File: src/include/cfca_pkg.sv
/*
 * cfca_pkg: register offsets, reset values, field widths and state codes of the
 * coarse frequency confidence averager.
 * assumes: a byte-wide register port with 16-bit addresses, one 100 MHz clock.
 */
package cfca_pkg;

	// ----------------------------------------------------------------
	// register offsets
	// ----------------------------------------------------------------
	localparam logic [15:0] CFCA_OFS_ABS_FLOOR = 16'h0720;
	localparam logic [15:0] CFCA_OFS_REL_FLOOR_OFS = 16'h0721;
	localparam logic [15:0] CFCA_OFS_LOWER_STEP = 16'h0722;
	localparam logic [15:0] CFCA_OFS_BAD_RUN_LO = 16'h0723;
	localparam logic [15:0] CFCA_OFS_BAD_RUN_HI = 16'h0724;
	localparam logic [15:0] CFCA_OFS_ABS_CEIL = 16'h0726;
	localparam logic [15:0] CFCA_OFS_REL_CEIL_OFS = 16'h0727;
	localparam logic [15:0] CFCA_OFS_RAISE_STEP = 16'h0728;
	localparam logic [15:0] CFCA_OFS_GOOD_RUN_LO = 16'h0729;
	localparam logic [15:0] CFCA_OFS_GOOD_RUN_HI = 16'h072A;
	localparam logic [15:0] CFCA_OFS_INIT_DELAY = 16'h072B;
	localparam logic [15:0] CFCA_OFS_CUR_THR = 16'h072D;
	localparam logic [15:0] CFCA_OFS_RAW_EST_LO = 16'h0730;
	localparam logic [15:0] CFCA_OFS_RAW_EST_HI = 16'h0731;
	localparam logic [15:0] CFCA_OFS_RAW_CONF = 16'h0735;
	localparam logic [15:0] CFCA_OFS_AVG_EST_LO = 16'h0740;
	localparam logic [15:0] CFCA_OFS_AVG_EST_HI = 16'h0741;
	localparam logic [15:0] CFCA_OFS_AVG_CONF = 16'h0745;
	localparam logic [15:0] CFCA_OFS_LOOP_EST_LO = 16'h0750;
	localparam logic [15:0] CFCA_OFS_LOOP_EST_HI = 16'h0751;
	localparam logic [15:0] CFCA_OFS_LOOP_CONF = 16'h0755;

	// ----------------------------------------------------------------
	// reset values
	// ----------------------------------------------------------------
	localparam logic [7:0] CFCA_RST_ABS_FLOOR = 8'h90;
	localparam logic [7:0] CFCA_RST_REL_FLOOR_OFS = 8'h08;
	localparam logic [7:0] CFCA_RST_LOWER_STEP = 8'h01;
	localparam logic [9:0] CFCA_RST_BAD_RUN = 10'h020;
	localparam logic [7:0] CFCA_RST_ABS_CEIL = 8'hFF;
	localparam logic [7:0] CFCA_RST_REL_CEIL_OFS = 8'h06;
	localparam logic [7:0] CFCA_RST_RAISE_STEP = 8'h01;
	localparam logic [9:0] CFCA_RST_GOOD_RUN = 10'h001;
	localparam logic [4:0] CFCA_RST_INIT_DELAY = 5'h17;
	localparam logic [7:0] CFCA_RST_THR = 8'h90;

	// ----------------------------------------------------------------
	// widths
	// ----------------------------------------------------------------
	localparam int CFCA_EST_W = 16;
	localparam int CFCA_CONF_W = 8;
	localparam int CFCA_RUN_W = 10;
	localparam int CFCA_DLY_W = 5;
	localparam int CFCA_WIN_DEPTH = 32;
	localparam int CFCA_IDX_W = 5;
	localparam int CFCA_CNT_W = 6;
	localparam int CFCA_SUM_W = 21;

	// ----------------------------------------------------------------
	// processing states
	// ----------------------------------------------------------------
	typedef enum logic [4:0] {
		CFCA_ST_IDLE = 5'b00001,
		CFCA_ST_PUSH = 5'b00010,
		CFCA_ST_ADAPT = 5'b00100,
		CFCA_ST_DIV = 5'b01000,
		CFCA_ST_DONE = 5'b10000
	} cfca_state_e;

endpackage

File: src/hw/cfca_window.sv
/*
 * cfca_window: sliding window of the latest estimates with their confidence and
 * good flag; gives the largest confidence, the sum and count of good estimates.
 * assumes: push is a one-cycle strobe, len is 1..depth.
 */
`timescale 1ns/1ps
module cfca_window
	import cfca_pkg::*;
#(
	parameter int DEPTH = CFCA_WIN_DEPTH
) (
	input wire logic clk_i,
	input wire logic rst_b_i,
	input wire logic push_i,
	input wire logic [CFCA_EST_W-1:0] freq_i,
	input wire logic [CFCA_CONF_W-1:0] conf_i,
	input wire logic good_i,
	input wire logic [CFCA_CNT_W-1:0] len_i,
	output logic [CFCA_CONF_W-1:0] max_conf_o,
	output logic signed [CFCA_SUM_W-1:0] good_sum_o,
	output logic [CFCA_CNT_W-1:0] good_cnt_o
);

	logic [CFCA_EST_W-1:0] freq_q [DEPTH];
	logic [CFCA_CONF_W-1:0] conf_q [DEPTH];
	logic [DEPTH-1:0] good_q;
	logic [DEPTH-1:0] full_q;
	logic [CFCA_IDX_W-1:0] wptr_q;

	// ----------------------------------------------------------------
	// storage
	// ----------------------------------------------------------------
	always_ff @(posedge clk_i or negedge rst_b_i) begin
		if (!rst_b_i) begin
			wptr_q <= '0;
			good_q <= '0;
			full_q <= '0;
			for (int i = 0; i < DEPTH; i++) begin
				freq_q[i] <= '0;
				conf_q[i] <= '0;
			end
		end else if (push_i) begin
			wptr_q <= wptr_q + 1'b1;
			good_q[wptr_q] <= good_i;
			full_q[wptr_q] <= 1'b1;
			freq_q[wptr_q] <= freq_i;
			conf_q[wptr_q] <= conf_i;
		end
	end

	// ----------------------------------------------------------------
	// reduction over the entries younger than len
	// ----------------------------------------------------------------
	always_comb begin
		logic [CFCA_IDX_W-1:0] age;
		age = '0;
		max_conf_o = '0;
		good_sum_o = '0;
		good_cnt_o = '0;
		for (int i = 0; i < DEPTH; i++) begin
			age = wptr_q - CFCA_IDX_W'(i) - 1'b1;
			if (full_q[i] && ({1'b0, age} < len_i)) begin
				if (conf_q[i] > max_conf_o) begin
					max_conf_o = conf_q[i];
				end
				if (good_q[i]) begin
					good_sum_o = good_sum_o + CFCA_SUM_W'(signed'(freq_q[i]));
					good_cnt_o = good_cnt_o + 1'b1;
				end
			end
		end
	end

endmodule

File: src/hw/cfca_top.sv
/*
 * cfca_top: adaptive confidence threshold and good-estimate averager of the
 * terrestrial coarse frequency estimator, with its byte register port.
 * assumes: estimates and register accesses come from logic on clk_i; a new
 * estimate arrives only while the block is idle (one per sync sequence).
 */
`timescale 1ns/1ps

// Overview of operation
// programmable absolute threshold ceiling, reset FF, independent of window history
// relative ceiling is window maximum confidence minus programmable offset, default 6
// highest usable threshold is minimum of absolute and relative ceilings
// raising the threshold adds a programmable step, default 1
// raise only after a programmable 10-bit count of consecutive good estimates
// first output after initial delay plus one estimates, delay default 17 hex
// during the initial phase every estimate counts as good
// threshold adapts during initial phase, applied from estimate delay plus two
// estimate is good when confidence is at least the threshold
// current threshold readable as an 8-bit value
// each sync sequence gives estimate and confidence; only good ones averaged
// latest raw estimate and its confidence exponent readable
// averaged estimate and its confidence exponent readable
// each good estimate emits a new average to the loop, mirrored in registers
// output confidence goes to the loop and is readable
// programmable absolute threshold floor, default 90 hex
// relative floor is window maximum minus offset 8; lowest is larger floor
// lowering the threshold subtracts a programmable step, default 1
// lower only after a programmable 10-bit count of consecutive bad estimates
// clamp threshold after each step; run counters restart on step or opposite class
module cfca_top
	import cfca_pkg::*;
#(
	parameter int WIN_DEPTH = CFCA_WIN_DEPTH
) (
	input wire logic clk_i,
	input wire logic rst_b_i,
	input wire logic [15:0] reg_addr_i,
	input wire logic reg_wr_i,
	input wire logic [7:0] reg_wdata_i,
	output logic [7:0] reg_rdata_o,
	input wire logic est_valid_i,
	input wire logic [CFCA_EST_W-1:0] est_freq_i,
	input wire logic [CFCA_CONF_W-1:0] est_conf_i,
	output logic loop_valid_o,
	output logic [CFCA_EST_W-1:0] loop_est_o,
	output logic [CFCA_CONF_W-1:0] loop_conf_o,
	output logic busy_o
);

	// ----------------------------------------------------------------
	// helpers
	// ----------------------------------------------------------------
	function automatic logic [7:0] sat_sub(input logic [7:0] a, input logic [7:0] b);
		sat_sub = (a > b) ? (a - b) : 8'h00;
	endfunction

	function automatic logic [7:0] sat_add(input logic [7:0] a, input logic [7:0] b);
		logic [8:0] s;
		s = {1'b0, a} + {1'b0, b};
		sat_add = s[8] ? 8'hFF : s[7:0];
	endfunction

	// ----------------------------------------------------------------
	// configuration registers
	// ----------------------------------------------------------------
	logic [7:0] abs_floor_q;
	logic [7:0] rel_floor_ofs_q;
	logic [7:0] lower_step_q;
	logic [CFCA_RUN_W-1:0] bad_run_count_q;
	logic [7:0] abs_ceil_q;
	logic [7:0] rel_ceil_ofs_q;
	logic [7:0] raise_step_q;
	logic [CFCA_RUN_W-1:0] good_run_count_q;
	logic [CFCA_DLY_W-1:0] init_delay_q;

	wire wr_abs_floor = reg_wr_i && (reg_addr_i == CFCA_OFS_ABS_FLOOR);
	wire wr_rel_floor = reg_wr_i && (reg_addr_i == CFCA_OFS_REL_FLOOR_OFS);
	wire wr_lower_step = reg_wr_i && (reg_addr_i == CFCA_OFS_LOWER_STEP);
	wire wr_bad_lo = reg_wr_i && (reg_addr_i == CFCA_OFS_BAD_RUN_LO);
	wire wr_bad_hi = reg_wr_i && (reg_addr_i == CFCA_OFS_BAD_RUN_HI);
	wire wr_abs_ceil = reg_wr_i && (reg_addr_i == CFCA_OFS_ABS_CEIL);
	wire wr_rel_ceil = reg_wr_i && (reg_addr_i == CFCA_OFS_REL_CEIL_OFS);
	wire wr_raise_step = reg_wr_i && (reg_addr_i == CFCA_OFS_RAISE_STEP);
	wire wr_good_lo = reg_wr_i && (reg_addr_i == CFCA_OFS_GOOD_RUN_LO);
	wire wr_good_hi = reg_wr_i && (reg_addr_i == CFCA_OFS_GOOD_RUN_HI);
	wire wr_init_delay = reg_wr_i && (reg_addr_i == CFCA_OFS_INIT_DELAY);
	wire wr_raw_lo = reg_wr_i && (reg_addr_i == CFCA_OFS_RAW_EST_LO);
	wire wr_raw_hi = reg_wr_i && (reg_addr_i == CFCA_OFS_RAW_EST_HI);
	wire wr_avg_lo = reg_wr_i && (reg_addr_i == CFCA_OFS_AVG_EST_LO);
	wire wr_avg_hi = reg_wr_i && (reg_addr_i == CFCA_OFS_AVG_EST_HI);
	wire wr_loop_lo = reg_wr_i && (reg_addr_i == CFCA_OFS_LOOP_EST_LO);
	wire wr_loop_hi = reg_wr_i && (reg_addr_i == CFCA_OFS_LOOP_EST_HI);

	always_ff @(posedge clk_i or negedge rst_b_i) begin
		if (!rst_b_i) begin
			abs_floor_q <= CFCA_RST_ABS_FLOOR;
			rel_floor_ofs_q <= CFCA_RST_REL_FLOOR_OFS;
			lower_step_q <= CFCA_RST_LOWER_STEP;
			bad_run_count_q <= CFCA_RST_BAD_RUN;
			abs_ceil_q <= CFCA_RST_ABS_CEIL;
			rel_ceil_ofs_q <= CFCA_RST_REL_CEIL_OFS;
			raise_step_q <= CFCA_RST_RAISE_STEP;
			good_run_count_q <= CFCA_RST_GOOD_RUN;
			init_delay_q <= CFCA_RST_INIT_DELAY;
		end else begin
			if (wr_abs_floor) abs_floor_q <= reg_wdata_i;
			if (wr_rel_floor) rel_floor_ofs_q <= reg_wdata_i;
			if (wr_lower_step) lower_step_q <= reg_wdata_i;
			if (wr_bad_lo) bad_run_count_q[7:0] <= reg_wdata_i;
			if (wr_bad_hi) bad_run_count_q[9:8] <= reg_wdata_i[1:0];
			if (wr_abs_ceil) abs_ceil_q <= reg_wdata_i;
			if (wr_rel_ceil) rel_ceil_ofs_q <= reg_wdata_i;
			if (wr_raise_step) raise_step_q <= reg_wdata_i;
			if (wr_good_lo) good_run_count_q[7:0] <= reg_wdata_i;
			if (wr_good_hi) good_run_count_q[9:8] <= reg_wdata_i[1:0];
			if (wr_init_delay) init_delay_q <= reg_wdata_i[4:0];
		end
	end

	// ----------------------------------------------------------------
	// sequencing state
	// ----------------------------------------------------------------
	cfca_state_e state_q;
	cfca_state_e state_d;
	logic [CFCA_EST_W-1:0] in_freq_q;
	logic [CFCA_CONF_W-1:0] in_conf_q;
	logic in_good_q;
	logic in_pass_q;
	logic emit_q;
	logic [CFCA_CNT_W-1:0] seen_q;
	logic [7:0] thr_q;
	logic [CFCA_RUN_W-1:0] good_run_q;
	logic [CFCA_RUN_W-1:0] bad_run_q;
	logic [CFCA_EST_W-1:0] raw_est_q;
	logic [CFCA_CONF_W-1:0] raw_conf_q;
	logic [CFCA_EST_W-1:0] avg_est_q;
	logic [CFCA_CONF_W-1:0] avg_conf_q;
	logic [CFCA_CONF_W-1:0] div_conf_q;

	// ----------------------------------------------------------------
	// window and bounds
	// ----------------------------------------------------------------
	logic [CFCA_CONF_W-1:0] win_max;
	logic signed [CFCA_SUM_W-1:0] win_sum;
	logic [CFCA_CNT_W-1:0] win_cnt;
	wire [CFCA_CNT_W-1:0] win_len = {1'b0, init_delay_q} + 1'b1;

	cfca_window #(
		.DEPTH(WIN_DEPTH)
	) u_window (
		.clk_i(clk_i),
		.rst_b_i(rst_b_i),
		.push_i(state_q == CFCA_ST_PUSH),
		.freq_i(in_freq_q),
		.conf_i(in_conf_q),
		.good_i(in_pass_q),
		.len_i(win_len),
		.max_conf_o(win_max),
		.good_sum_o(win_sum),
		.good_cnt_o(win_cnt)
	);

	wire [7:0] rel_ceil = sat_sub(win_max, rel_ceil_ofs_q);
	wire [7:0] thr_high = (abs_ceil_q < rel_ceil) ? abs_ceil_q : rel_ceil;
	wire [7:0] rel_floor = sat_sub(win_max, rel_floor_ofs_q);
	wire [7:0] thr_low = (abs_floor_q > rel_floor) ? abs_floor_q : rel_floor;

	// ----------------------------------------------------------------
	// classification
	// ----------------------------------------------------------------
	wire in_init = ({1'b0, seen_q} <= {2'b00, init_delay_q});
	wire conf_good = (est_conf_i >= thr_q);
	wire take = (state_q == CFCA_ST_IDLE) && est_valid_i;
	wire [CFCA_RUN_W-1:0] good_next = good_run_q + 1'b1;
	wire [CFCA_RUN_W-1:0] bad_next = bad_run_q + 1'b1;
	wire do_raise = in_good_q && (good_next >= good_run_count_q);
	wire do_lower = !in_good_q && (bad_next >= bad_run_count_q);
	wire [7:0] thr_step = do_raise ? sat_add(thr_q, raise_step_q) :
		do_lower ? sat_sub(thr_q, lower_step_q) : thr_q;
	wire [7:0] thr_cap = (thr_step > thr_high) ? thr_high : thr_step;
	wire [7:0] thr_clamped = (thr_cap < thr_low) ? thr_low : thr_cap;

	// ----------------------------------------------------------------
	// divider for the average of good entries
	// ----------------------------------------------------------------
	logic [CFCA_SUM_W-1:0] quo_q;
	logic [CFCA_CNT_W:0] rem_q;
	logic [CFCA_CNT_W-1:0] dvs_q;
	logic neg_q;
	logic [4:0] div_cnt_q;
	wire [CFCA_SUM_W-1:0] sum_mag = win_sum[CFCA_SUM_W-1] ? CFCA_SUM_W'(-win_sum) : win_sum;
	wire [CFCA_CNT_W+1:0] rem_shift = {rem_q, quo_q[CFCA_SUM_W-1]};
	wire rem_ge = (rem_shift >= {2'b00, dvs_q});
	wire [CFCA_CNT_W+1:0] rem_sub = rem_shift - {2'b00, dvs_q};
	wire div_last = (div_cnt_q == 5'(CFCA_SUM_W - 1));
	wire [CFCA_SUM_W-1:0] quo_next = {quo_q[CFCA_SUM_W-2:0], rem_ge};
	wire [CFCA_EST_W-1:0] avg_result = neg_q ? CFCA_EST_W'(-quo_next) : quo_next[CFCA_EST_W-1:0];

	// ----------------------------------------------------------------
	// state transitions
	// ----------------------------------------------------------------
	always_comb begin
		case (state_q)
			CFCA_ST_IDLE: state_d = est_valid_i ? CFCA_ST_PUSH : CFCA_ST_IDLE;
			CFCA_ST_PUSH: state_d = CFCA_ST_ADAPT;
			CFCA_ST_ADAPT: state_d = CFCA_ST_DIV;
			CFCA_ST_DIV: state_d = div_last ? CFCA_ST_DONE : CFCA_ST_DIV;
			CFCA_ST_DONE: state_d = CFCA_ST_IDLE;
			default: state_d = CFCA_ST_IDLE;
		endcase
	end

	always_ff @(posedge clk_i or negedge rst_b_i) begin
		if (!rst_b_i) begin
			state_q <= CFCA_ST_IDLE;
		end else begin
			state_q <= state_d;
		end
	end

	// ----------------------------------------------------------------
	// estimate capture and classification
	// ----------------------------------------------------------------
	always_ff @(posedge clk_i or negedge rst_b_i) begin
		if (!rst_b_i) begin
			in_freq_q <= '0;
			in_conf_q <= '0;
			in_good_q <= 1'b0;
			in_pass_q <= 1'b0;
			emit_q <= 1'b0;
			seen_q <= '0;
		end else if (take) begin
			in_freq_q <= est_freq_i;
			in_conf_q <= est_conf_i;
			in_good_q <= conf_good;
			in_pass_q <= in_init || conf_good;
			emit_q <= in_init ? (seen_q[CFCA_DLY_W-1:0] == init_delay_q) : conf_good;
			if (in_init) seen_q <= seen_q + 1'b1;
		end
	end

	// ----------------------------------------------------------------
	// threshold adaptation
	// ----------------------------------------------------------------
	always_ff @(posedge clk_i or negedge rst_b_i) begin
		if (!rst_b_i) begin
			thr_q <= CFCA_RST_THR;
			good_run_q <= '0;
			bad_run_q <= '0;
		end else if (state_q == CFCA_ST_ADAPT) begin
			thr_q <= thr_clamped;
			good_run_q <= (!in_good_q || do_raise) ? '0 : good_next;
			bad_run_q <= (in_good_q || do_lower) ? '0 : bad_next;
		end
	end

	// ----------------------------------------------------------------
	// averaging
	// ----------------------------------------------------------------
	always_ff @(posedge clk_i or negedge rst_b_i) begin
		if (!rst_b_i) begin
			quo_q <= '0;
			rem_q <= '0;
			dvs_q <= '0;
			neg_q <= 1'b0;
			div_cnt_q <= '0;
			div_conf_q <= '0;
		end else if (state_q == CFCA_ST_ADAPT) begin
			quo_q <= sum_mag;
			rem_q <= '0;
			dvs_q <= (win_cnt == '0) ? CFCA_CNT_W'(1) : win_cnt;
			neg_q <= win_sum[CFCA_SUM_W-1];
			div_cnt_q <= '0;
			div_conf_q <= win_max;
		end else if (state_q == CFCA_ST_DIV) begin
			quo_q <= quo_next;
			rem_q <= rem_ge ? rem_sub[CFCA_CNT_W:0] : rem_shift[CFCA_CNT_W:0];
			div_cnt_q <= div_cnt_q + 1'b1;
		end
	end

	// ----------------------------------------------------------------
	// observation registers and loop outputs
	// ----------------------------------------------------------------
	wire avg_done = (state_q == CFCA_ST_DIV) && div_last && in_pass_q;
	wire loop_fire = (state_q == CFCA_ST_DIV) && div_last && emit_q;

	always_ff @(posedge clk_i or negedge rst_b_i) begin
		if (!rst_b_i) begin
			raw_est_q <= '0;
			raw_conf_q <= '0;
			avg_est_q <= '0;
			avg_conf_q <= '0;
			loop_est_o <= '0;
			loop_conf_o <= '0;
			loop_valid_o <= 1'b0;
		end else begin
			loop_valid_o <= loop_fire;
			if (take) begin
				raw_est_q <= est_freq_i;
				raw_conf_q <= est_conf_i;
			end else begin
				if (wr_raw_lo) raw_est_q[7:0] <= reg_wdata_i;
				if (wr_raw_hi) raw_est_q[15:8] <= reg_wdata_i;
			end
			if (avg_done) begin
				avg_est_q <= avg_result;
				avg_conf_q <= div_conf_q;
			end else begin
				if (wr_avg_lo) avg_est_q[7:0] <= reg_wdata_i;
				if (wr_avg_hi) avg_est_q[15:8] <= reg_wdata_i;
			end
			if (loop_fire) begin
				loop_est_o <= avg_result;
				loop_conf_o <= div_conf_q;
			end else begin
				if (wr_loop_lo) loop_est_o[7:0] <= reg_wdata_i;
				if (wr_loop_hi) loop_est_o[15:8] <= reg_wdata_i;
			end
		end
	end

	// ----------------------------------------------------------------
	// register readback
	// ----------------------------------------------------------------
	wire [7:0] rd_mux =
		(reg_addr_i == CFCA_OFS_ABS_FLOOR) ? abs_floor_q :
		(reg_addr_i == CFCA_OFS_REL_FLOOR_OFS) ? rel_floor_ofs_q :
		(reg_addr_i == CFCA_OFS_LOWER_STEP) ? lower_step_q :
		(reg_addr_i == CFCA_OFS_BAD_RUN_LO) ? bad_run_count_q[7:0] :
		(reg_addr_i == CFCA_OFS_BAD_RUN_HI) ? {6'h00, bad_run_count_q[9:8]} :
		(reg_addr_i == CFCA_OFS_ABS_CEIL) ? abs_ceil_q :
		(reg_addr_i == CFCA_OFS_REL_CEIL_OFS) ? rel_ceil_ofs_q :
		(reg_addr_i == CFCA_OFS_RAISE_STEP) ? raise_step_q :
		(reg_addr_i == CFCA_OFS_GOOD_RUN_LO) ? good_run_count_q[7:0] :
		(reg_addr_i == CFCA_OFS_GOOD_RUN_HI) ? {6'h00, good_run_count_q[9:8]} :
		(reg_addr_i == CFCA_OFS_INIT_DELAY) ? {3'h0, init_delay_q} :
		(reg_addr_i == CFCA_OFS_CUR_THR) ? thr_q :
		(reg_addr_i == CFCA_OFS_RAW_EST_LO) ? raw_est_q[7:0] :
		(reg_addr_i == CFCA_OFS_RAW_EST_HI) ? raw_est_q[15:8] :
		(reg_addr_i == CFCA_OFS_RAW_CONF) ? raw_conf_q :
		(reg_addr_i == CFCA_OFS_AVG_EST_LO) ? avg_est_q[7:0] :
		(reg_addr_i == CFCA_OFS_AVG_EST_HI) ? avg_est_q[15:8] :
		(reg_addr_i == CFCA_OFS_AVG_CONF) ? avg_conf_q :
		(reg_addr_i == CFCA_OFS_LOOP_EST_LO) ? loop_est_o[7:0] :
		(reg_addr_i == CFCA_OFS_LOOP_EST_HI) ? loop_est_o[15:8] :
		(reg_addr_i == CFCA_OFS_LOOP_CONF) ? loop_conf_o :
		8'h00;

	always_ff @(posedge clk_i or negedge rst_b_i) begin
		if (!rst_b_i) begin
			reg_rdata_o <= 8'h00;
			busy_o <= 1'b0;
		end else begin
			reg_rdata_o <= rd_mux;
			busy_o <= (state_d != CFCA_ST_IDLE);
		end
	end

endmodule

File: config.mk
export PLATFORM = sky130hd
export DESIGN_NAME = cfca_top
export DESIGN_NICKNAME = d
export VERILOG_FILES = /design/src/include/cfca_pkg.sv /design/src/hw/cfca_window.sv /design/src/hw/cfca_top.sv
export SDC_FILE = /design/constraint.sdc
export NUM_CORES = 2
export LEC_CHECK = 0
export ABC_AREA = 1
export BUFFER_PORTS_ARGS = -buffer_cell sky130_fd_sc_hd__clkbuf_2
export CAP_MARGIN = 10
export CORE_ASPECT_RATIO = 1.75
export CORE_MARGIN = 1
export CORE_UTILIZATION = 55
export CTS_CLUSTER_DIAMETER = 40
export DETAILED_ROUTE_END_ITERATION = 7
export GPL_ROUTABILITY_DRIVEN = 0
export PLACE_DENSITY = 0.71
export SETUP_SLACK_MARGIN = 0.2
export SYNTH_ARGS = -nofsm -noshare
export SYNTH_HDL_FRONTEND = slang
export SYNTH_SLANG_ARGS = --single-unit
File: constraint.sdc
create_clock -name clk_i -period 146.8 [get_ports clk_i]
set_clock_uncertainty 0.1 [all_clocks]
set_input_delay 29.36 -clock clk_i [delete_from_list [all_inputs] [get_ports clk_i]]
set_output_delay 29.36 -clock clk_i [all_outputs]
set_load 0.005 [all_outputs]
== Word-level counts from Yosys, hierarchy flattened ==
Cells that the tools add are included.

* Register bits after elaboration: 1,098
* Input bits: 52
* Output and inout bits: 34
* Word-level logic and storage cells: 679

* Add/subtract/negate cells: 137
* $lt $le $gt $ge: 80
* Eq/ne operators: 28
* Multiplexer cells: 257
* Bitwise gates (word level): 2
* Reduce and logical (&&, ||, !) cells: 70

{| class="wikitable"
|+ Operators by type and width
! kind !! count
|-
| $mux 21 || 67
|-
| $mux 8 || 102
|-
| $add 21x16->21 || 31
|-
| $bwmux 512 || 1
|-
| $mux 6 || 64
|-
| $eq 16x11->1 const B || 21
|-
| $gt 8x8->1 || 36
|-
| $bwmux 256 || 1
|-
| $add 6x1->6 const B || 32
|-
| $lt 5x6->1 || 32
|-
| $sub 5x1->5 const B || 32
|-
| $demux 16 s5 || 1
|-
| $mux 16 || 5
|-
| $sub 5x5->5 const B || 16
|-
| $logic_and 1x1->1 || 57
|-
| $demux 8 s5 || 1
|-
| $sub 5x4->5 const B || 8
|-
| $bwmux 32 || 1
|-
| $or 32x32->32 || 1
|-
| $sub 8x8->8 || 3
|-
| $mux 7 || 3
|-
| $neg 21->21 || 1
|-
| $add 10x1->10 const B || 2
|-
| $ge 10x10->1 || 2
|-
| 35 further kinds || 54
|}

== Depth between registers and ports, before layout ==
* Word-level depth: 105
* Depth in mapped cells: 420
* Depth with buffers taken out: 394

== Hierarchy ==
A second synthesis with hierarchy kept.

* Cell total of the unflattened synthesis: 12,923
* Area, all modules: 92,214.7 sq um

{| class="wikitable"
|+ Modules (own cells, without submodules)
! module !! instances !! cells each !! area each (sq um) !! sequential area each (sq um)
|-
| cfca_window || 1 || 10,670 || 75,436.1 || 20,945.1
|-
| cfca_top || 1 || 2,253 || 16,778.6 || 6,561.3
|}

== Worst setup path after synthesis ==
Ideal clock, no wire load.

* Kind: register to register
* Start: register init_delay_q[0]
* End: register thr_q[5]
* Setup time: 0.130 ns
* Arrival: 46.221 ns
* Required time: 146.570 ns
* Setup slack: 100.349 ns
* Stages on the path, launching flop included: 343
* Buffers on the path: 32
* Clock period less this slack: 46.451 ns
* Cells stage by stage: dfstp_2 -> ha_1 -> nand3_1 -> xor2_1 -> ha_1 -> inv_1 -> nor2_1 -> nand2_2 -> nand2_2 -> inv_1 -> nand2_1 -> ha_1 -> nand2_1 -> nor2_1 -> nor2_4 -> a21oi_2 -> nand2_4 -> buf_6 -> [307 not listed] -> clkbuf_1 -> o21ai_0 -> ha_1 -> nand2_1 -> o21ai_0 -> nand2_1 -> a32oi_1 -> inv_1 -> o21ai_0 -> ha_1 -> o211ai_1 -> a21o_1 -> o211ai_1 -> inv_1 -> clkbuf_1 -> nand2_1 -> o211ai_1 -> o21ai_0

* Word-level cells in the longest chain between the ends: 105
* Elaborated cells on any way between the ends: 173
* Those cells by class: 3 x add/sub; 69 x order compare; 69 x mux; 32 x reduce/logical

{| class="wikitable"
|+ Ends and longest elaborated chain
! element !! RTL line !! text
|-
| start: declaration || cfca_top.sv:74 || <nowiki>logic [CFCA_DLY_W-1:0] init_delay_q;</nowiki>
|-
| start signal: assignment || cfca_top.sv:116 || <nowiki>if (wr_init_delay) init_delay_q <= reg_wdata_i[4:0];</nowiki>
|-
| $add 5x1->6 (*) || cfca_top.sv:146 || <nowiki>wire [CFCA_CNT_W-1:0] win_len = {1'b0, init_delay_q} + 1'b1;</nowiki>
|-
| $lt 5x6->1 || cfca_window.sv:62 || <nowiki>if (full_q[i] && ({1'b0, age} < len_i)) begin</nowiki>
|-
| $logic_and 1x1->1 || cfca_window.sv:62 ||
|-
| $mux 8 || cfca_window.sv:62 ||
|-
| $gt 8x8->1 || cfca_window.sv:63 || <nowiki>if (conf_q[i] > max_conf_o) begin</nowiki>
|-
| $mux 8 || cfca_window.sv:63 ||
|-
| $mux 8 || cfca_window.sv:62 ||
|-
| $gt 8x8->1 || cfca_window.sv:63 ||
|-
| [89 not listed] || n/a ||
|-
| via u_window.max_conf_o[2] || cfca_window.sv:19 || <nowiki>output logic [CFCA_CONF_W-1:0] max_conf_o,</nowiki>
|-
| $sub 8x8->8 or $gt 8x8->1 (tied branches) || cfca_top.sv:54 || <nowiki>sat_sub = (a > b) ? (a - b) : 8'h00;</nowiki>
|-
| $mux 8 || cfca_top.sv:54 ||
|-
| $lt 8x8->1 || cfca_top.sv:164 || <nowiki>wire [7:0] thr_high = (abs_ceil_q < rel_ceil) ? abs_ceil_q : rel_ceil;</nowiki>
|-
| $mux 8 || cfca_top.sv:164 ||
|-
| $gt 8x8->1 || cfca_top.sv:180 || <nowiki>wire [7:0] thr_cap = (thr_step > thr_high) ? thr_high : thr_step;</nowiki>
|-
| $mux 8 || cfca_top.sv:180 ||
|-
| $lt 8x8->1 || cfca_top.sv:181 || <nowiki>wire [7:0] thr_clamped = (thr_cap < thr_low) ? thr_low : thr_cap;</nowiki>
|-
| $mux 8 (*) || cfca_top.sv:181 ||
|-
| end signal: assignment || cfca_top.sv:251 || <nowiki>thr_q <= thr_clamped;</nowiki>
|-
| end: declaration || cfca_top.sv:131 || <nowiki>logic [7:0] thr_q;</nowiki>
|}

Mark *: on every way through the listed nets, which the timed path passes. The rest lies on a longest branch.
A chain may end at the register's enable or synchronous reset.

== Final worst setup path ==
* Start: register u_window.wptr_q[2]
* End: register thr_q[1]

* Word-level cells in the longest chain between the ends: 105
* Elaborated cells on any way between the ends: 234
* Those cells by class: 64 x add/sub; 69 x order compare; 69 x mux; 32 x reduce/logical

{| class="wikitable"
|+ Ends and longest elaborated chain
! element !! RTL line !! text
|-
| start: declaration || cfca_window.sv:28 || <nowiki>logic [CFCA_IDX_W-1:0] wptr_q;</nowiki>
|-
| start signal: assignment || cfca_window.sv:43 || <nowiki>wptr_q <= wptr_q + 1'b1;</nowiki>
|-
| $sub 5x1->5 || cfca_window.sv:61 || <nowiki>age = wptr_q - CFCA_IDX_W'(i) - 1'b1;</nowiki>
|-
| $lt 5x6->1 || cfca_window.sv:62 ||
|-
| $logic_and 1x1->1 || cfca_window.sv:62 ||
|-
| $mux 8 || cfca_window.sv:62 ||
|-
| $gt 8x8->1 || cfca_window.sv:63 ||
|-
| $mux 8 || cfca_window.sv:63 ||
|-
| $mux 8 || cfca_window.sv:62 ||
|-
| $gt 8x8->1 || cfca_window.sv:63 ||
|-
| [89 not listed] || n/a ||
|-
| via u_window.max_conf_o[1] || cfca_window.sv:19 ||
|-
| $sub 8x8->8 or $gt 8x8->1 (tied branches) || cfca_top.sv:54 ||
|-
| $mux 8 || cfca_top.sv:54 ||
|-
| $lt 8x8->1 || cfca_top.sv:164 ||
|-
| $mux 8 || cfca_top.sv:164 ||
|-
| $gt 8x8->1 || cfca_top.sv:180 ||
|-
| $mux 8 || cfca_top.sv:180 ||
|-
| $lt 8x8->1 || cfca_top.sv:181 ||
|-
| $mux 8 (*) || cfca_top.sv:181 ||
|}

Marks and branches as above.

==> metrics.csv <==
stage,metric,value,unit
logic_synthesis,synth_simple_gate_area_frac,0.222,
grt,grt_overflow,0,
grt,grt_pass1_vias,85500,
layout,syn_to_final_growth,8.02,%
place,placed_cells,14600,
clock_network,ctsResizeCount,0,
sta,setup_slack,95470,ps
drt,drt_iter0_markers,5171,
outcome,outcome,finished clean,
grt,grt_pass1_wl,428000,um
flow_run,maxCapViolCount,0,
logic_synthesis,yosysWarnings,0,
layout,nNetsFinal,13700,
logic_synthesis,ys.flop_type,dfrtp_1,
worst_setup_path,slowest_delay,890,ps
drt,avgRoutedWirePerCell,18.0,um
layout,multiInputGateArea,56700,sq um
worst_setup_path,crit_top_cell,nor2_1,
floorplanning,num_io_pins,86,
grt,grt_max_degree,188,
logic_synthesis,synth_compound_area_frac,0.190,
place,numPortBuffers,85,
drt,drc,0,
logic_synthesis,synth_edf_count,0,
worst_setup_path,cp_data_required_time,147360,ps
logic_synthesis,netlist_area,91600,sq um
worst_setup_path,path_class,flip-flop to flip-flop,
worst_hold_path,hold_path_class,flip-flop to flip-flop,
worst_setup_path,path_max_fanout,25,
logic_synthesis,yosysSeqAreaShare,0.300,
sta,hold_viol,0,
clock_network,cts_buffers,155,
worst_setup_path,critical-path-top-delay-family,simple AND/OR/NAND/NOR gates,
sta,slew_headroom,0.195,
clock_network,cts.sinks,1098,
worst_setup_path,slowest_stage,clkinv_1,
worst_setup_path,cp-end-kind,flip-flop,
clock_network,cts_tree,yes,
logic_synthesis,yosys-top-cells-area,"dfrtp_1 (29%), ha_1 (14%), nand2_1 (13%), o21ai_0 (11%), inv_1 (5.7%)",
logic_synthesis,yosys.area.top_type_share,0.294,
clock_network,clockBufferDepth,4,
logic_synthesis,synthMuxAreaShare,0.00156,
clock_network,cts_hold_buf,0,
worst_setup_path,path_depth,317,
floorplanning,die_h,542,um
floorplanning,die_width,310,um
sta,fin_crit_sh,0.350,
logic_synthesis,synthArstFlopShare,1.00,
sta,tightestPinTransition,1200,ps
worst_setup_path,rr_worst_depth,317,
floorplanning,num_rows,197,
layout,seq_area,27500,sq um
logic_synthesis,synth_xor_area_frac,0.0559,
sta,rsz0062_at_grt,no,
clock_network,post_cts_buffers,0,
logic_synthesis,syn_inst,12700,
logic_synthesis,synth_top_area_cell,dfrtp_1,
sta,max_freq,19.5,MHz
clock_network,path_clk_slew,60,ps
logic_synthesis,synth_top_family_by_area,simple AND/OR/NAND/NOR gates,
grt,antenna_found_initial,5,
worst_setup_path,start_kind,flip-flop,
drt,drt_wl_total,267000,um
sta,slew_viol_final,0,
floorplanning,start_util,0.555,
floorplanning,fp.dieArea,168000,sq um
worst_setup_path,cp.buffers_inverters,26,
drt,ant_nets,0,
logic_synthesis,ys_types,66,
layout,fillers,15000,
layout,drive_above_1_share,0.0655,
sta,tns,0,ps
sta,setup_violations,0,
sta,min_period,51330,ps
logic_synthesis,synthAdderAreaFrac,0.148,
worst_setup_path,critical_path_arrival,51900,ps
layout,fin_util,0.600,
layout,instances_no_fill,14900,
logic_synthesis,synth_fp_nets,13800,
clock_network,htreeDepth,4,
place,dp_hpwl,201000,um
clock_network,ctsRootBufferMaster,clkbuf_16,
grt,grt_util_all_layers,0.317,
logic_synthesis,synth-seq-cells,1098,
clock_network,worstSkewPairLatency,840,ps
place,dp_slack,96030,ps
logic_synthesis,syn_area_per_cell,7.22,sq um
drt,vias,84900,
worst_hold_path,hold_path_depth,2,
floorplanning,core-area,165000,sq um
drt,viasPerCell,5.71,
drt,drt_pass1_iterations,6,
cell usage after synthesis, types with 11 or more instances:
cell and number:
xnor2_1 303, nor2_2 11, nand2_2 125, nand3_2 17, clkbuf_1 401, o21ai_0 1962, nand3b_1 45, dfstp_2 24
nor4_1 12, nand2_4 57, fa_1 36, mux2i_1 12, or2_2 50, inv_1 1389, o21a_1 26, a21oi_1 829
a31oi_1 29, clkinv_1 32, nor2_4 31, xor2_1 281, o22ai_1 15, a211oi_1 39, ha_1 1028, nor2_1 688
nand3_1 508, a21o_1 44, nand4_1 79, buf_4 14, o221ai_1 32, o21bai_1 62, inv_2 21, buf_1 20
o31ai_1 90, dfrtp_1 1074, o211ai_1 81, buf_6 17, nor3_1 38, nand2_1 3076
through the flow:
stage / hold WS [ps] / cell area [sq um]
2_1_floorplan: 335 / 91600
3_3_place_gp: 348 / 93700
3_5_place_dp: 351 / 93700
4_1_cts: 367 / 98900
5_1_grt: 387 / 98900
6_report: 365 / 98900
final timing paths:
check / start / end / slack [ps]
min: u_window.full_q[31] / u_window.full_q[31] / 370
max in group asynchronous: rst_b_i / u_window.conf_q[138] / 114970
min in group asynchronous: rst_b_i / rem_q[0] / 28460
min reg2reg: u_window.full_q[31] / u_window.full_q[31] / 370
max reg2reg: u_window.wptr_q[2] / thr_q[1] / 95470
max: u_window.wptr_q[2] / thr_q[1] / 95470
layout make-up:
| class | instances | share of cell area |
|---|---|---|
| Sequential cell | 1098 | 0.278 |
| Inverter | 1445 | 0.0552 |
| Clock buffer | 186 | 0.0425 |
| Antenna cell | 1 | 0.0000253 |
| Tap cell | 2189 | 0.0277 |
| Clock inverter | 84 | 0.0105 |
| Timing Repair Buffer | 183 | 0.0122 |
| Multi-Input combinational cell | 9675 | 0.574 |
per-layer routing:
| layer | GRT usage | wire (um) | vias up |
|---|---|---|---|
| met5 | 0 | 13 | - |
| met4 | 0.257 | 24100 | 2 |
| met3 | 0.0356 | 11600 | 1010 |
| met2 | 0.575 | 135000 | 2299 |
| met1 | 0.325 | 96600 | 39800 |
| li1 | - | - | 41800 |
worst min-delay path: stages (launching register included):
cell and delay (ps):
dfrtp_1 340, inv_1 40, nand2_1 50
cell usage in the layout, fill, tap and decap left out, drive strengths merged, types with 36 or more instances in the layout:
master	n
buf	99
fa	36
a21oi	838
clkbuf	270
dfrtp	1074
nand2	3259
inv	1431
nand3b	45
ha	1028
or2	50
o211ai	81
o21ai	1968
xor2	281
nor3	38
nand3	525
nand4	79
xnor2	303
o21bai	62
o31ai	90
clkinv	79
a211oi	39
nor2	731
a21o	44
sequential cells by signal (all words and copies together) (netlist names), 16 cells and up:
name             flops
in_freq_q           16
u_window.good_q     32
raw_est_q           16
u_window.freq_q    512
quo_q               21
avg_est_q           16
loop_est_o          16
u_window.full_q     32
u_window.conf_q    256
cell families after synthesis:
| kind of cell | count (synthesis) |
|---|---|
| buffers and inverters | 1904 |
| AO/OA/AOI/OAI | 3249 |
| adder cells (fa/ha/maj) | 1064 |
| multiplexers | 14 |
| XOR/XNOR | 584 |
| AND/OR/NAND/NOR | 4764 |
| flip-flops | 1098 |
Power is left out: the tool's default activity adds up to more than one toggle a clock period on the data nets, which glitch-free logic cannot reach.
